## config.mk

```make
export PLATFORM = sky130hd
export DESIGN_NAME = eei_irq_mode
export DESIGN_NICKNAME = d
export VERILOG_FILES = /design/src/hw/eei_pkg.sv /design/src/hw/eei_pin_sync.sv /design/src/hw/eei_irq_mode.sv
export SDC_FILE = /design/constraint.sdc
export NUM_CORES = 1
export LEC_CHECK = 0
export BUFFER_PORTS_ARGS = -buffer_cell sky130_fd_sc_hd__buf_2
export CAP_MARGIN = 30
export CELL_PAD_IN_SITES_DETAIL_PLACEMENT = 0
export CELL_PAD_IN_SITES_GLOBAL_PLACEMENT = 1
export CORE_MARGIN = 2
export CORE_UTILIZATION = 35
export DETAILED_ROUTE_END_ITERATION = 8
export HOLD_SLACK_MARGIN = 0.03
export PLACE_DENSITY = 0.77
export SLEW_MARGIN = 20
export SYNTH_ARGS = -nofsm -noshare
export SYNTH_HDL_FRONTEND = slang
export SYNTH_HIERARCHICAL = 1
export SYNTH_SLANG_ARGS = --single-unit
export TNS_END_PERCENT = 50
```

## constraint.sdc

```tcl
create_clock -name sys_clk_in -period 2.8 [get_ports sys_clk_in]
set_input_delay 0.7 -clock sys_clk_in [delete_from_list [all_inputs] [get_ports sys_clk_in]]
set_output_delay 0.7 -clock sys_clk_in [all_outputs]
set_load 0.01 [all_outputs]
```

## src/hw/eei_pkg.sv

```systemverilog
package eei_pkg;

   // ----------------------------------------------------------------
   // register indices (byte address = 4 * index)
   // ----------------------------------------------------------------
   localparam int          ADDR_W        = 14;
   localparam int          DATA_W        = 32;
   localparam int          IDX_W         = 12;
   localparam int          IDX_LSB       = 2;
   localparam logic [11:0] IDX_EXT0_MODE = 12'hfb4;
   localparam logic [11:0] IDX_EXT1_MODE = 12'hfb5;
   localparam logic [11:0] IDX_KEY_MODE  = 12'hfb6;
   localparam logic [11:0] IDX_WATCH     = 12'hfba;
   localparam logic [11:0] IDX_IRQ_STAT  = 12'hfbc;
   localparam logic [11:0] IDX_IRQ_MASK  = 12'hfbd;
   localparam logic [11:0] IDX_REQ_FLAGS = 12'hfbe;
   localparam logic [11:0] IDX_EXT2_MODE = 12'hfda;

   // ----------------------------------------------------------------
   // field positions, codes and reset values
   // ----------------------------------------------------------------
   localparam int          WATCH_REQ_BIT = 0;
   localparam int          WATCH_EN_BIT  = 1;
   localparam int          EXT_SEL_BIT   = 0;
   localparam int          KEY_EDGE_BIT  = 2;
   localparam int          EV_EXT0       = 0;
   localparam int          EV_EXT1       = 1;
   localparam int          EV_EXT2       = 2;
   localparam int          EV_KEY        = 3;
   localparam int          EV_WATCH      = 4;
   localparam int          NUM_EV        = 5;
   localparam int          NUM_ACK       = 4;
   localparam int          NUM_KEYS      = 8;
   localparam logic [1:0]  MODE_RISE     = 2'h0;
   localparam logic [1:0]  MODE_FALL     = 2'h1;
   localparam logic [1:0]  MODE_BOTH     = 2'h2;
   localparam logic [1:0]  MODE_NONE     = 2'h3;
   localparam logic [1:0]  KSEL_OFF      = 2'h0;
   localparam logic [1:0]  KSEL_LOW      = 2'h1;
   localparam logic [1:0]  KSEL_HIGH     = 2'h2;
   localparam logic [1:0]  KSEL_ALL      = 2'h3;
   localparam logic [7:0]  KEYS_LOW      = 8'h0f;
   localparam logic [7:0]  KEYS_HIGH     = 8'hf0;
   localparam logic [1:0]  RESP_OKAY     = 2'h0;
   localparam logic [1:0]  RESP_SLVERR   = 2'h2;
   localparam logic [1:0]  SYNC_ARMED    = 2'h3;
   localparam logic [3:0]  MODE_RST      = 4'h0;

endpackage

```

## src/hw/eei_pin_sync.sv

```systemverilog
`timescale 1ns/1ps
`default_nettype none

module eei_pin_sync
   import eei_pkg::*;
#(
   parameter int W = 11
) (
   input  wire logic         sys_clk_in,
   input  wire logic         srst_in,
   input  wire logic         ce_in,
   input  wire logic [W-1:0] pins_in,
   output logic      [W-1:0] rise_out,
   output logic      [W-1:0] fall_out
);

   // ----------------------------------------------------------------
   // two-flop synchroniser plus one history stage
   // ----------------------------------------------------------------
   logic [W-1:0] meta_q, meta_d;
   logic [W-1:0] sync_q, sync_d;
   logic [W-1:0] hist_q, hist_d;
   logic [1:0]   arm_q,  arm_d;

   // meta stage feeds only the sync stage
   always_comb begin
      meta_d = pins_in;
      sync_d = meta_q;
      hist_d = sync_q;
      arm_d  = (arm_q == SYNC_ARMED) ? arm_q : arm_q + 2'h1;
   end

   // edges are held off until history holds a real pin level
   always_ff @(posedge sys_clk_in) begin
      if (srst_in) begin
         meta_q <= '0;
         sync_q <= '0;
         hist_q <= '0;
         arm_q  <= '0;
      end else if (ce_in) begin
         meta_q <= meta_d;
         sync_q <= sync_d;
         hist_q <= hist_d;
         arm_q  <= arm_d;
      end
   end

   // one pulse per level change, qualified by clock enable
   assign rise_out = (arm_q == SYNC_ARMED && ce_in) ? (sync_q & ~hist_q) : '0;
   assign fall_out = (arm_q == SYNC_ARMED && ce_in) ? (~sync_q & hist_q) : '0;
endmodule

`default_nettype wire

```

## src/hw/eei_irq_mode.sv

```systemverilog
`timescale 1ns/1ps
`default_nettype none

module eei_irq_mode
   import eei_pkg::*;
(
   input  wire logic              sys_clk_in,
   input  wire logic              srst_in,
   input  wire logic              ce_in,
   input  wire logic [ADDR_W-1:0] s_axi_awaddr_in,
   input  wire logic              s_axi_awvalid_in,
   output logic                   s_axi_awready_out,
   input  wire logic [DATA_W-1:0] s_axi_wdata_in,
   input  wire logic [3:0]        s_axi_wstrb_in,
   input  wire logic              s_axi_wvalid_in,
   output logic                   s_axi_wready_out,
   output logic [1:0]             s_axi_bresp_out,
   output logic                   s_axi_bvalid_out,
   input  wire logic              s_axi_bready_in,
   input  wire logic [ADDR_W-1:0] s_axi_araddr_in,
   input  wire logic              s_axi_arvalid_in,
   output logic                   s_axi_arready_out,
   output logic [DATA_W-1:0]      s_axi_rdata_out,
   output logic [1:0]             s_axi_rresp_out,
   output logic                   s_axi_rvalid_out,
   input  wire logic              s_axi_rready_in,
   input  wire logic              ext_irq_pin_zero_in,
   input  wire logic              ext_irq_pin_one_in,
   input  wire logic              ext_irq_pin_two_in,
   input  wire logic [7:0]        key_input_pins_in,
   input  wire logic [7:0]        key_pin_is_output_in,
   input  wire logic              watch_interval_interrupt_in,
   input  wire logic [3:0]        svc_ack_in,
   output logic                   ext0_request_flag_out,
   output logic                   ext1_request_flag_out,
   output logic                   ext2_request_flag_out,
   output logic                   keypad_request_flag_out,
   output logic                   watch_irq_request_out,
   output logic                   irq_out
);

   // ----------------------------------------------------------------
   // decode helpers
   // ----------------------------------------------------------------
   function automatic logic [IDX_W-1:0] word_idx(input logic [ADDR_W-1:0] a);
      return a[ADDR_W-1:IDX_LSB];
   endfunction

   function automatic logic [7:0] key_mask(input logic [1:0] sel);
      logic [7:0] m;
      m = '0;
      case (sel)
         KSEL_LOW:  m = KEYS_LOW;
         KSEL_HIGH: m = KEYS_HIGH;
         KSEL_ALL:  m = KEYS_LOW | KEYS_HIGH;
         default:   m = '0;
      endcase
      return m;
   endfunction

   // ----------------------------------------------------------------
   // pin synchronisation and edge pulses
   // ----------------------------------------------------------------
   logic [10:0] rise_v;
   logic [10:0] fall_v;

   eei_pin_sync #(
      .W (11)
   ) u_sync (
      .sys_clk_in (sys_clk_in),
      .srst_in    (srst_in),
      .ce_in      (ce_in),
      .pins_in    ({key_input_pins_in, ext_irq_pin_two_in,
                    ext_irq_pin_one_in, ext_irq_pin_zero_in}),
      .rise_out   (rise_v),
      .fall_out   (fall_v)
   );

   // ----------------------------------------------------------------
   // bus slave: write and read channels
   // ----------------------------------------------------------------
   logic                    aw_hold_q, aw_hold_d;
   logic                    w_hold_q,  w_hold_d;
   logic [ADDR_W-1:0]       aw_addr_q, aw_addr_d;
   logic [DATA_W-1:0]       w_data_q,  w_data_d;
   logic [3:0]              w_strb_q,  w_strb_d;
   logic                    bvalid_q,  bvalid_d;
   logic [1:0]              bresp_q,   bresp_d;
   logic                    rvalid_q,  rvalid_d;
   logic [1:0]              rresp_q,   rresp_d;
   logic [DATA_W-1:0]       rdata_q,   rdata_d;
   logic                    aw_have, w_have, wr_go, rd_go, wr_en;
   logic [IDX_W-1:0]        wr_idx, rd_idx;
   logic [DATA_W-1:0]       wr_data;
   logic                    wr_hit, rd_hit;
   // register state sits here so the read mux below can see it
   logic [1:0]              ext0_mode_q, ext0_mode_d;
   logic                    ext1_sel_q,  ext1_sel_d;
   logic                    ext2_sel_q,  ext2_sel_d;
   logic [2:0]              key_mode_q,  key_mode_d;
   logic                    watch_en_q,  watch_en_d;
   logic [NUM_EV-1:0]       mask_q,      mask_d;
   logic [NUM_ACK-1:0]      req_q,       req_d;
   logic                    watch_req_q, watch_req_d;
   logic [NUM_EV-1:0]       stat_q,      stat_d;

   assign s_axi_awready_out = ~aw_hold_q & ~bvalid_q & ce_in;
   assign s_axi_wready_out  = ~w_hold_q & ~bvalid_q & ce_in;
   assign s_axi_arready_out = ~rvalid_q & ce_in;
   assign aw_have = aw_hold_q | (s_axi_awvalid_in & s_axi_awready_out);
   assign w_have  = w_hold_q | (s_axi_wvalid_in & s_axi_wready_out);
   assign wr_go   = aw_have & w_have;
   assign rd_go   = s_axi_arvalid_in & s_axi_arready_out;
   assign wr_idx  = word_idx(aw_hold_q ? aw_addr_q : s_axi_awaddr_in);
   assign wr_data = w_hold_q ? w_data_q : s_axi_wdata_in;
   // only the low byte lane carries register bits
   assign wr_en   = wr_go & (w_hold_q ? w_strb_q[0] : s_axi_wstrb_in[0]);
   assign rd_idx  = word_idx(s_axi_araddr_in);

   // address and data may arrive in either order
   always_comb begin
      aw_hold_d = wr_go ? 1'b0 : aw_have;
      w_hold_d  = wr_go ? 1'b0 : w_have;
      aw_addr_d = (aw_hold_q) ? aw_addr_q : s_axi_awaddr_in;
      w_data_d  = (w_hold_q) ? w_data_q : s_axi_wdata_in;
      w_strb_d  = (w_hold_q) ? w_strb_q : s_axi_wstrb_in;
      bvalid_d  = wr_go | (bvalid_q & ~s_axi_bready_in);
      bresp_d   = wr_go ? (wr_hit ? RESP_OKAY : RESP_SLVERR) : bresp_q;
      rvalid_d  = rd_go | (rvalid_q & ~s_axi_rready_in);
      rresp_d   = rd_go ? (rd_hit ? RESP_OKAY : RESP_SLVERR) : rresp_q;
      rdata_d   = rdata_q;
      if (rd_go) begin
         rdata_d = '0;
         case (rd_idx)
            IDX_WATCH:     rdata_d[1:0] = {watch_en_q, watch_req_q};
            IDX_IRQ_STAT:  rdata_d[NUM_EV-1:0] = stat_q;
            IDX_IRQ_MASK:  rdata_d[NUM_EV-1:0] = mask_q;
            IDX_REQ_FLAGS: rdata_d[NUM_ACK-1:0] = req_q;
            default:       rdata_d = '0; // write-only modes read zero
         endcase
      end
   end

   // registered bus state
   always_ff @(posedge sys_clk_in) begin
      if (srst_in) begin
         aw_hold_q <= 1'b0;
         w_hold_q  <= 1'b0;
         aw_addr_q <= '0;
         w_data_q  <= '0;
         w_strb_q  <= '0;
         bvalid_q  <= 1'b0;
         bresp_q   <= RESP_OKAY;
         rvalid_q  <= 1'b0;
         rresp_q   <= RESP_OKAY;
         rdata_q   <= '0;
      end else if (ce_in) begin
         aw_hold_q <= aw_hold_d;
         w_hold_q  <= w_hold_d;
         aw_addr_q <= aw_addr_d;
         w_data_q  <= w_data_d;
         w_strb_q  <= w_strb_d;
         bvalid_q  <= bvalid_d;
         bresp_q   <= bresp_d;
         rvalid_q  <= rvalid_d;
         rresp_q   <= rresp_d;
         rdata_q   <= rdata_d;
      end
   end

   assign s_axi_bvalid_out = bvalid_q;
   assign s_axi_bresp_out  = bresp_q;
   assign s_axi_rvalid_out = rvalid_q;
   assign s_axi_rresp_out  = rresp_q;
   assign s_axi_rdata_out  = rdata_q;

   // ----------------------------------------------------------------
   // mode, enable and mask registers
   // ----------------------------------------------------------------

   always_comb begin
      wr_hit = 1'b1;
      case (wr_idx)
         IDX_EXT0_MODE, IDX_EXT1_MODE, IDX_KEY_MODE, IDX_WATCH,
         IDX_IRQ_STAT, IDX_IRQ_MASK, IDX_REQ_FLAGS, IDX_EXT2_MODE: wr_hit = 1'b1;
         default: wr_hit = 1'b0;
      endcase
      rd_hit = 1'b1;
      case (rd_idx)
         IDX_EXT0_MODE, IDX_EXT1_MODE, IDX_KEY_MODE, IDX_WATCH,
         IDX_IRQ_STAT, IDX_IRQ_MASK, IDX_REQ_FLAGS, IDX_EXT2_MODE: rd_hit = 1'b1;
         default: rd_hit = 1'b0;
      endcase
   end

   // only the defined bits are stored, so upper bits stay zero
   always_comb begin
      ext0_mode_d = ext0_mode_q;
      ext1_sel_d  = ext1_sel_q;
      ext2_sel_d  = ext2_sel_q;
      key_mode_d  = key_mode_q;
      watch_en_d  = watch_en_q;
      mask_d      = mask_q;
      if (wr_en) begin
         case (wr_idx)
            IDX_EXT0_MODE: ext0_mode_d = wr_data[1:0];
            IDX_EXT1_MODE: ext1_sel_d  = wr_data[EXT_SEL_BIT];
            IDX_EXT2_MODE: ext2_sel_d  = wr_data[EXT_SEL_BIT];
            IDX_KEY_MODE:  key_mode_d  = wr_data[2:0];
            IDX_WATCH:     watch_en_d  = wr_data[WATCH_EN_BIT];
            IDX_IRQ_MASK:  mask_d      = wr_data[NUM_EV-1:0];
            default:       mask_d      = mask_q;
         endcase
      end
   end

   always_ff @(posedge sys_clk_in) begin
      if (srst_in) begin
         ext0_mode_q <= MODE_RST[1:0];
         ext1_sel_q  <= MODE_RST[0];
         ext2_sel_q  <= MODE_RST[0];
         key_mode_q  <= MODE_RST[2:0];
         watch_en_q  <= 1'b0;
         mask_q      <= '0;
      end else if (ce_in) begin
         ext0_mode_q <= ext0_mode_d;
         ext1_sel_q  <= ext1_sel_d;
         ext2_sel_q  <= ext2_sel_d;
         key_mode_q  <= key_mode_d;
         watch_en_q  <= watch_en_d;
         mask_q      <= mask_d;
      end
   end

   // ----------------------------------------------------------------
   // edge selection per source
   // ----------------------------------------------------------------
   logic [7:0]        keys_on;
   logic              key_use_rise;
   logic [NUM_EV-1:0] ev;

   assign keys_on      = key_mask(key_mode_q[1:0]);
   // a driven pin among the selected keys masks rising detection
   assign key_use_rise = key_mode_q[KEY_EDGE_BIT] &
                         ~|(keys_on & key_pin_is_output_in);

   always_comb begin
      ev = '0;
      case (ext0_mode_q)
         MODE_RISE: ev[EV_EXT0] = rise_v[0];
         MODE_FALL: ev[EV_EXT0] = fall_v[0];
         MODE_BOTH: ev[EV_EXT0] = rise_v[0] | fall_v[0];
         default:   ev[EV_EXT0] = 1'b0;
      endcase
      ev[EV_EXT1]  = ext1_sel_q ? fall_v[1] : rise_v[1];
      ev[EV_EXT2]  = ext2_sel_q ? fall_v[2] : rise_v[2];
      ev[EV_KEY]   = |(keys_on & (key_use_rise ? rise_v[10:3] : fall_v[10:3]));
      ev[EV_WATCH] = watch_interval_interrupt_in & ce_in;
   end

   // ----------------------------------------------------------------
   // request flags, status and interrupt line
   // ----------------------------------------------------------------
   // set wins over a same-cycle clear everywhere
   always_comb begin
      req_d       = (req_q & ~svc_ack_in) | ev[NUM_ACK-1:0];
      watch_req_d = watch_req_q;
      if (wr_en && wr_idx == IDX_WATCH) begin
         watch_req_d = wr_data[WATCH_REQ_BIT];
      end
      watch_req_d = watch_req_d | ev[EV_WATCH];
      stat_d      = stat_q | ev;
      if (wr_en && wr_idx == IDX_IRQ_STAT) begin
         stat_d = (stat_q & ~wr_data[NUM_EV-1:0]) | ev;
      end
   end

   always_ff @(posedge sys_clk_in) begin
      if (srst_in) begin
         req_q       <= '0;
         watch_req_q <= 1'b0;
         stat_q      <= '0;
      end else if (ce_in) begin
         req_q       <= req_d;
         watch_req_q <= watch_req_d;
         stat_q      <= stat_d;
      end
   end

   assign ext0_request_flag_out   = req_q[EV_EXT0];
   assign ext1_request_flag_out   = req_q[EV_EXT1];
   assign ext2_request_flag_out   = req_q[EV_EXT2];
   assign keypad_request_flag_out = req_q[EV_KEY];
   assign watch_irq_request_out   = watch_req_q & watch_en_q;
   assign irq_out                 = |(stat_q & mask_q);
endmodule

`default_nettype wire

```

== Word level (Yosys, flattened, before mapping) ==
Index checks and enable logic that the tools add are counted.

* Bits in writable memories: 0
* Memories kept: 0
* Bits in latches: 0
* Input port bits: 96
* Flip-flop bits (word level): 91
* Memory bits (read-only): 0

* $mul: 0
* Multiplexer cells: 21
* Div/mod/pow operators: 0
* Equality and inequality tests: 22
* $add $sub $neg: 1
* Order comparisons: 0
* Shift operators: 0
* Bitwise logic cells: 42
* Reduce and logical (&&, ||, !) cells: 21

{| class="wikitable"
|+ Operators with widths
! operator !! number
|-
| 12-bit == test, second input constant || 16
|-
| 8-bit OR reduction || 4
|-
| 8-bit one-hot mux with 3 select lines || 1
|-
| 11-bit AND || 2
|-
| 11-bit two-way mux || 2
|-
| 11-bit NOT || 2
|-
| 3-bit AND reduction || 6
|-
| 8-bit AND || 2
|-
| 1-bit AND || 15
|-
| 14-bit two-way mux || 1
|-
| 5-bit AND || 2
|-
| 5-bit two-way mux || 2
|-
| 5-bit bitwise OR || 2
|-
| 2-bit AND reduction || 5
|-
| 2-bit == test, second input constant || 4
|-
| 1-bit two-way mux || 8
|-
| 8-bit two-way mux || 1
|-
| 2-bit one-hot mux with 4 select lines || 1
|-
| 1-bit NOT || 7
|-
| 1-bit bitwise OR || 6
|-
| 2-bit one-hot mux with 3 select lines || 1
|-
| 5-bit NOT || 1
|-
| 5-bit OR reduction || 1
|-
| 4-bit AND || 1
|-
| other kinds (10) || 14
|}

== Depth between registers and ports, before layout ==
Gate-level depths: netlist of run 1.

* Depth in word-level cells: 11
* Depth in mapped cells: 9

== By module ==
Netlist of run 1, hierarchy kept.

{| class="wikitable"
|+ Modules (own cells, without submodules)
! module !! cells each !! sequential area each (um2) !! area each (um2) !! times used
|-
| eei_irq_mode || 360 || 1041.0 || 2949.1 || 1
|-
| eei_pin_sync || 142 || 700.7 || 1601.5 || 1
|}

== Worst setup path before layout of run 1 ==
OpenSTA, ideal clock, no wires.

* Path type: in2out
* From: input port ce_in
* To: output port s_axi_arready_out
* Arrival: 1366 ps
* Setup slack: 734 ps
* Stages: 3
* Path buffers: 2
* Path through: buf_2 -> clkbuf_1 -> nor2b_1

* Cells in the longest elaborated chain, start to end: 1

{| class="wikitable"
|+ RTL lines
! item !! RTL line !! text
|-
| from (decl) || eei_irq_mode.sv:9 || <nowiki>input wire logic ce_in,</nowiki>
|-
| 1-bit AND || eei_irq_mode.sv:109 || <nowiki>assign s_axi_arready_out = ~rvalid_q & ce_in;</nowiki>
|-
| to (decl) || eei_irq_mode.sv:22 || <nowiki>output logic s_axi_arready_out,</nowiki>
|}

Every way passes these cells.

== Worst setup path after layout of run 1 ==
* From: register aw_hold_q
* To: register mask_q[3]

* Cells in the longest elaborated chain, start to end: 8
* Elaborated cells between the ends (all ways): 10
* Classes of those cells: 1 x eq/ne; 1 x mux; 7 x bitwise; 1 x reduce/logical

{| class="wikitable"
|+ RTL lines
! item !! RTL line !! text
|-
| from (decl) || eei_irq_mode.sv:82 || <nowiki>logic aw_hold_q, aw_hold_d;</nowiki>
|-
| from (signal assigned) || eei_irq_mode.sv:158 || <nowiki>aw_hold_q <= aw_hold_d;</nowiki>
|-
| 1-bit NOT (no source line) || n/a ||
|-
| 1-bit AND (2 in a row) || eei_irq_mode.sv:107 || <nowiki>assign s_axi_awready_out = ~aw_hold_q & ~bvalid_q & ce_in;</nowiki>
|-
| 1-bit AND || eei_irq_mode.sv:110 || <nowiki>assign aw_have = aw_hold_q | (s_axi_awvalid_in & s_axi_awready_out);</nowiki>
|-
| 1-bit bitwise OR || eei_irq_mode.sv:110 ||
|-
| 1-bit AND || eei_irq_mode.sv:112 || <nowiki>assign wr_go = aw_have & w_have;</nowiki>
|-
| 1-bit AND || eei_irq_mode.sv:117 || <nowiki>assign wr_en = wr_go & (w_hold_q ? w_strb_q[0] : s_axi_wstrb_in[0]);</nowiki>
|-
| 3-bit AND reduction (no source line) * || n/a ||
|-
| to (signal assigned) || eei_irq_mode.sv:231 || <nowiki>mask_q <= mask_d;</nowiki>
|-
| to (decl) || eei_irq_mode.sv:102 || <nowiki>logic [NUM_EV-1:0] mask_q, mask_d;</nowiki>
|}

Mark *: on every way between the ends. The rest lies on a longest branch, timed or not.
A chain may end at the register's enable or synchronous reset.

==> results of run 1 <==
-- synth_stat cells (2+ instances only) --
| library cell | instances |
|---|---|
| buf_1 | 2 |
| or3b_1 | 3 |
| o21ai_0 | 19 |
| a31oi_1 | 2 |
| nand3b_1 | 6 |
| a311oi_1 | 2 |
| a221oi_1 | 2 |
| o41ai_1 | 4 |
| nand4_1 | 3 |
| buf_8 | 4 |
| nor4_1 | 2 |
| o2111a_1 | 2 |
| a21o_1 | 2 |
| or3_1 | 4 |
| a22oi_1 | 9 |
| o31ai_1 | 5 |
| mux2i_1 | 45 |
| buf_6 | 4 |
| nand2b_1 | 4 |
| dfxtp_1 | 87 |
| nand3_1 | 14 |
| buf_4 | 29 |
| inv_1 | 3 |
| a21oi_1 | 37 |
| and2_1 | 3 |
| mux2_2 | 8 |
| nor2b_1 | 12 |
| nor2_1 | 52 |
| and4_1 | 3 |
| nand2_1 | 52 |
| a222oi_1 | 2 |
| clkbuf_1 | 13 |
| buf_2 | 5 |
| a211oi_1 | 6 |
| nor3b_1 | 4 |
| nor3b_2 | 20 |
| nor3_1 | 3 |
-- through the flow --
stage / utilization / power (W) / hold slack [ns]
3_3_place_gp: 0.390 / 0.00165 / 0.443
2_1_floorplan: - / 0.00159 / 0.436
4_1_cts: 0.411 / 0.00278 / 0.456
3_5_place_dp: 0.390 / 0.00166 / 0.447
6_report: 0.411 / 0.00275 / 0.455
5_1_grt: 0.411 / 0.00287 / 0.472
-- cells by family after synthesis --
family                   share of synthesized area
other                                     0.000824
adder cells (fa/ha/maj)                    0.00275
buffers and inverters                       0.0924
flip-flops                                   0.383
AO/OA/AOI/OAI                                0.152
multiplexers                                 0.127
AND/OR/NAND/NOR                              0.240
XOR/XNOR                                   0.00193
-- flip-flops by register name (all words and copies together) (netlist names), 3 cells and up --
name,flops
u_sync/hist_q,11
mask_q,5
req_q,4
u_sync/hist_d,11
key_mode_q,3
aw_addr_q,12
s_axi_rdata_out,5
w_data_q,5
u_sync/meta_q,11
stat_q,5
-- worst max-delay path, delay by kind of cell (launching register included) --
family | cells | cell delay [ns]
AND/OR/NAND/NOR | 2 | 0.94
flip-flops | 1 | 0.74
AO/OA/AOI/OAI | 3 | 0.68
-- routing by layer --
layer	vias up	track usage	share of wire
met2	93	0.242	0.47
met1	1720	0.192	0.47
met4	0	0.0422	0.014
li1	1862	-	-
met5	-	0	0
met3	12	0.0359	0.046
-- worst max path at each step --
| stage | from | to | slack, ns |
|---|---|---|---|
| finish | aw_hold_q | mask_q[3] | 0.36 |
| global route | aw_hold_q | mask_q[4] | 0.12 |
| CTS | aw_hold_q | mask_q[3] | 0.35 |
| detailed placement | ce_in | s_axi_rdata_out[2] | 0.23 |
| global placement | ce_in | s_axi_rdata_out[4] | 0.28 |
| floorplan | ce_in | s_axi_arready_out | 0.73 |
-- placed cells by master, fill, tap and decap left out, drive strengths merged, types with 5 or more instances in the layout --
master | Yosys | routed
a22oi | 9 | 9
mux2 | 9 | 9
conb | 1 | 29
nand2 | 53 | 53
nor2 | 52 | 52
dfxtp | 87 | 87
o21ai | 19 | 19
nand3 | 14 | 14
nand3b | 6 | 6
buf | 44 | 88
o31ai | 5 | 5
a21oi | 38 | 38
nor2b | 13 | 13
nor3b | 24 | 24
mux2i | 46 | 46
clkbuf | 14 | 12
a211oi | 7 | 7
-- power by group through the flow --
stage,clock network (W),registers [W],logic [W]
floorplan,0,0.00134,0.000254
global placement,0,0.00135,0.000307
detailed placement,0,0.00135,0.000315
CTS,0.00114,0.00132,0.000317
global route,0.00119,0.00133,0.000351
finish,0.00111,0.00132,0.000315
-- layout make-up --
cell class | instances | area, um2 | share of cell area
clock inverters | 3 | 18.8 | 0.00360
inverters | 3 | 11.3 | 0.00216
multi-input cells | 382 | 2490 | 0.478
flip-flops and latches | 87 | 1740 | 0.334
repair buffers | 88 | 475 | 0.0912
well taps | 172 | 215 | 0.0413
clock buffers | 12 | 256 | 0.0492
==> summary.txt, run 1 <==
Cells and area
  – Post-route cell area: 5210 um2
  – N_diodes: 0
  – Nets: 668
  – Filler cells: between 1000 and 1500
  – Area growth from synthesis to layout: 14.5%
  – Ratio of cells with drive above 1 in the final layout: 0.240
  – Layout Cells excl Fill: between 700 and 800

Logic synthesis
  – Gate Count Post-Synth: approximately 500
  – Yosys reg bits: a little under 90
  – Netlist Area Pre-Place: roughly 4600 um2
  – Area share of the largest cell type after synthesis: 0.383
  – Top post-synthesis cells by area: dfxtp_1, mux2i_1, nor3b_2
  – Synth cell types: between 60 and 70
  – Top FF cell, synth: dfxtp_1
  – Seq/Total Area, Yosys: 0.383
  – Post-synth EDFFs: 0
  – Async SR Flop Fraction: 0
  – Synth warn: 6
  – Largest area contributor in the netlist: dfxtp_1
  – Synth Area per Inst: around 9 um2

Clocking
  – Clock slew at reported path FFs: approximately 0.060 ns
  – Post-CTS setup buffer count: 0
  – Number of gates resized after CTS: 0
  – Clock sink count: between 80 and 90
  – Clock Tree Buf Depth: 2
  – Num CTS Buffers: 9
  – Clk_lat worst skew: 0.33 ns
  – Htree depth: 3
  – CTS Hold Bufs: 0
  – CTS tree: yes
  – Root buffer cell: clkbuf_16

STA
  – Tmin final: about 2.4 ns
  – F_max: about 0.4 GHz
  – Relative slew slack: 0.558
  – Setup ws final: roughly 0.36 ns
  – Fin. Hold Viols: 0
  – Tightest Pin Transition: 0.663 ns
  – Unrepaired setup endpoints after global routing: false
  – Skew final: between 0.005 and 0.006 ns
  – Final worst-path cycle share: 0.872
  – Final Max Tran Viols: 0
  – Final setup vio count: 0
  – Setup tns final: 0 ns

Flow run
  – Max_cap viols: 0

Global routing
  – Initial antenna violation count: 0
  – GRT Total Usage: 0.148
  – Global-route wire length before repair: roughly 17 mm
  – Vias in the first global route: around 3500
  – Pin count of the biggest net entering global routing: 61
  – Total grt overflow: 0

Route
  – Wire per inst: 13.7 um
  – Antenna viol nets, final: 0
  – Via/cell ratio: between 4 and 5
  – Via count: between 3000 and 4000
  – Iter 0 DRT Violations: 269
  – DRC errors left: 0
  – TritonRoute pass-1 iters: 4
  – Routed WL: approximately 10 mm

Pwr
  – Pwr dens: roughly 530 nW/um2
  – Lkg Pwr: 2.10 nW
  – Flop pwr share: 0.481
  – Switching power: a little under 0.0007 W
  – Combinational fraction of design power: 0.115
  – Internal: around 0.0021 W
  – Clock power share: 0.404
  – Worst vdd ir: about 0.34 mV
  – Switching Share: 0.250

Critical path
  – CP Data Arrival Time: 2.71 ns
  – CP required: between 3 and 4 ns
  – FF-to-FF Start: aw_hold_q
  – Worst reg2reg setup slack: approximately 0.36 ns
  – Critical path class: flop to flop
  – Setup crit end kind: flop
  – Reg2Reg Depth: 5
  – Crit start category: flop
  – Worst Path Max Fanout: 16
  – R2r endpoint: mask_q[3]
  – CP max stage cell: dfxtp_1
  – Max stage delay on crit path: between 0.7 and 0.8 ns
  – Crit-path cells: o221ai_1, a21oi_4, nand4_1, or3_1, a21oi_1

Min path
  – Worst hold path type: flop to flop
  – Hold_sp: aw_addr_q[10]
  – Hold endpoint: aw_addr_q[10]
  – WHS Path Cells: 2

Placed design
  – GPL Wtd Cong: approximately 0.77
  – Port Buffers: 79
  – Post-Place Cells: about 730
  – Setup WS pre-CTS: approximately 0.23 ns
  – Placed Instance Area: just under 5000 um2
  – Hpwl dp: 7.44 mm

Floorplanning
  – Die H: about 120 um
  – Top Ports: around 140
  – Die W: around 120 um
  – Die ar.: around 14000 um2
  – Core box area: 12700 um2
  – Row count: slightly above 40
  – Starting density of the core: 0.359

Outcome
  – Outcome: completed
No activity file was read; power rests on OpenSTA's default activity.
==> inputs of run 2 (changes only) <==
BUFFER_PORTS_ARGS = unset   (was -buffer_cell sky130_fd_sc_hd__buf_2)
DONT_BUFFER_PORTS = 1   (was unset)
PLACE_DENSITY = 0.64   (was 0.77)
==> run 2 against run 1 <==
- sequential power hardly changed
- sequential share of layout area is 2.9 points higher
- power is 0.98% lower
- first-iteration DRC count down 22%
- clock-buffer cell count increased by 2
- wire length shrank 6.1%
==> summary.txt, run 2 (synthesis gave the netlist of run 1 again) <==
Cells and area
  – Max FFs per register: 12
  – N_diodes: 0
  – Largest Register: aw_addr_q
  – Ratio of cells with drive above 1 in the final layout: 0.114
  – Area growth from synthesis to layout: 5.53%
  – Commonest non-fill, non-tap cell in the layout: dfxtp_1
  – Nets: roughly 600
  – Post-route cell area: about 4800 um2
  – Commonest non-fill, non-tap cells in the layout: dfxtp_1, nor2_1, nand2_1, mux2i_1, a21oi_1

Placed design
  – Placed Instance Area: roughly 4500 um2
  – Setup WS pre-CTS: 0.434 ns
  – Hpwl dp: about 6.7 mm
  – Port Buffers: 0
  – GPL Wtd Cong: around 0.73

Route
  – TritonRoute pass-1 iters: 5
  – Routed WL: between 9 and 10 mm
  – Via/cell ratio: around 5
  – Via count: roughly 3400
  – Antenna viol nets, final: 0
  – Wire per inst: roughly 15 um
  – Iter 0 DRT Violations: approximately 210
  – DRC errors left: 0

STA
  – Unrepaired setup endpoints after global routing: false
  – Relative slew slack: 0.442
  – Final setup vio count: 0
  – F_max: 0.456 GHz
  – Fin. Hold Viols: 0
  – Tmin final: approximately 2.2 ns
  – Setup tns final: 0 ns
  – Tightest Pin Transition: 0.835 ns
  – Final worst-path cycle share: 0.783
  – Skew final: ~0.0050 ns
  – Final Max Tran Viols: 0
  – Setup ws final: roughly 0.6 ns

Clocking
  – Clock slew at reported path FFs: ~0.060 ns
  – Clock Tree Buf Depth: 2
  – Post-CTS setup buffer count: 0
  – CTS tree: yes
  – Number of gates resized after CTS: 0
  – Clock sink count: 87
  – Clk_lat worst skew: between 0.3 and 0.4 ns
  – Root buffer cell: clkbuf_16
  – CTS Hold Bufs: 0
  – Num CTS Buffers: 9
  – Htree depth: 3

Global routing
  – Total grt overflow: 0
  – Initial antenna violation count: 0
  – Pin count of the biggest net entering global routing: 90
  – GRT Total Usage: 0.142
  – Vias in the first global route: 3221
  – Global-route wire length before repair: 16.1 mm

Outcome
  – Outcome: completed

Floorplanning
  – Die W: 118 um
  – Top Ports: ~140
  – Starting density of the core: 0.359
  – Die ar.: about 14000 um2
  – Core box area: around 13000 um2
  – Die H: 118 um
  – Row count: 41

Critical path
  – Max stage delay on crit path: between 0.6 and 0.7 ns
  – Crit-path cells: buf_4, mux2_2, o2111a_1, nand4_2, or3_1, a21oi_1
  – CP Data Arrival Time: 2.46 ns
  – Worst reg2reg setup slack: between 0.6 and 0.7 ns
  – Crit start category: flop
  – CP required: about 3 ns
  – Setup crit end kind: flop
  – Critical path class: flop to flop
  – Worst Path Max Fanout: 15
  – CP max stage cell: dfxtp_1

Pwr
  – Lkg Pwr: 1.75 nW
  – Pwr dens: about 570 nW/um2
  – Design Power: 0.00272 W
  – Worst vdd ir: about 0.27 mV

Flow run
  – Max_cap viols: 0

Min path
  – Worst hold path type: primary input to flop
-- run 2: cell types whose count changed in the layout (fill, tap and decap cells not counted), moves of 2 or more --
cell	before	now
clkbuf_8	2	5
clkinv_2	2	0
buf_4	8	5
buf_2	79	0
-- run 2: through the flow --
stage	util	instances	hold WS, ns
after floorplan	-	530	0.436
after global placement	0.355	649	0.438
after detailed placement	0.355	649	0.443
after CTS	0.379	664	0.417
after global routing	0.379	664	0.415
final	0.379	664	0.429
-- run 2: per-layer routing --
metal / global-route usage / wire, um
met1: 0.183 / 4490
met2: 0.223 / 4440
met3: 0.0465 / 565
met4: 0.0497 / 136
met5: 0 / 0
-- run 2: power breakdown --
group	switching, W	internal, W
clock network	0.000471	0.000721
logic	0.000112	0.0000930
registers	0.0000392	0.00128
-- run 2: cell type report --
cell class                 count  area, um2
multi-input combinational    382       2490
inverter                       3       11.3
sequential                    87       1740
timing repair buffer           5       37.5
clock buffer                  14        294
fill                        1316       7870
clock inverter                 1       8.76
tap                          172        215
-- run 2: path summary, 6_finish.rpt --
check,from,cells after the start,end
worst min register to register,aw_addr_q[13],2,aw_addr_q[13]
worst max-delay path,aw_hold_q,6,key_mode_q[2]
worst min-delay path,srst_in,1,s_axi_bvalid_out
worst max register to register,aw_hold_q,6,key_mode_q[2]
-- run 2: worst max-delay path, delay by kind of cell, from the launching register on --
kind,cells,cell delay [ns]
AOI/OAI and AO/OA,2,0.35
DFF,1,0.68
and+or+nand+nor,2,0.62
muxes,1,0.19
buffers and inverters,1,0.29
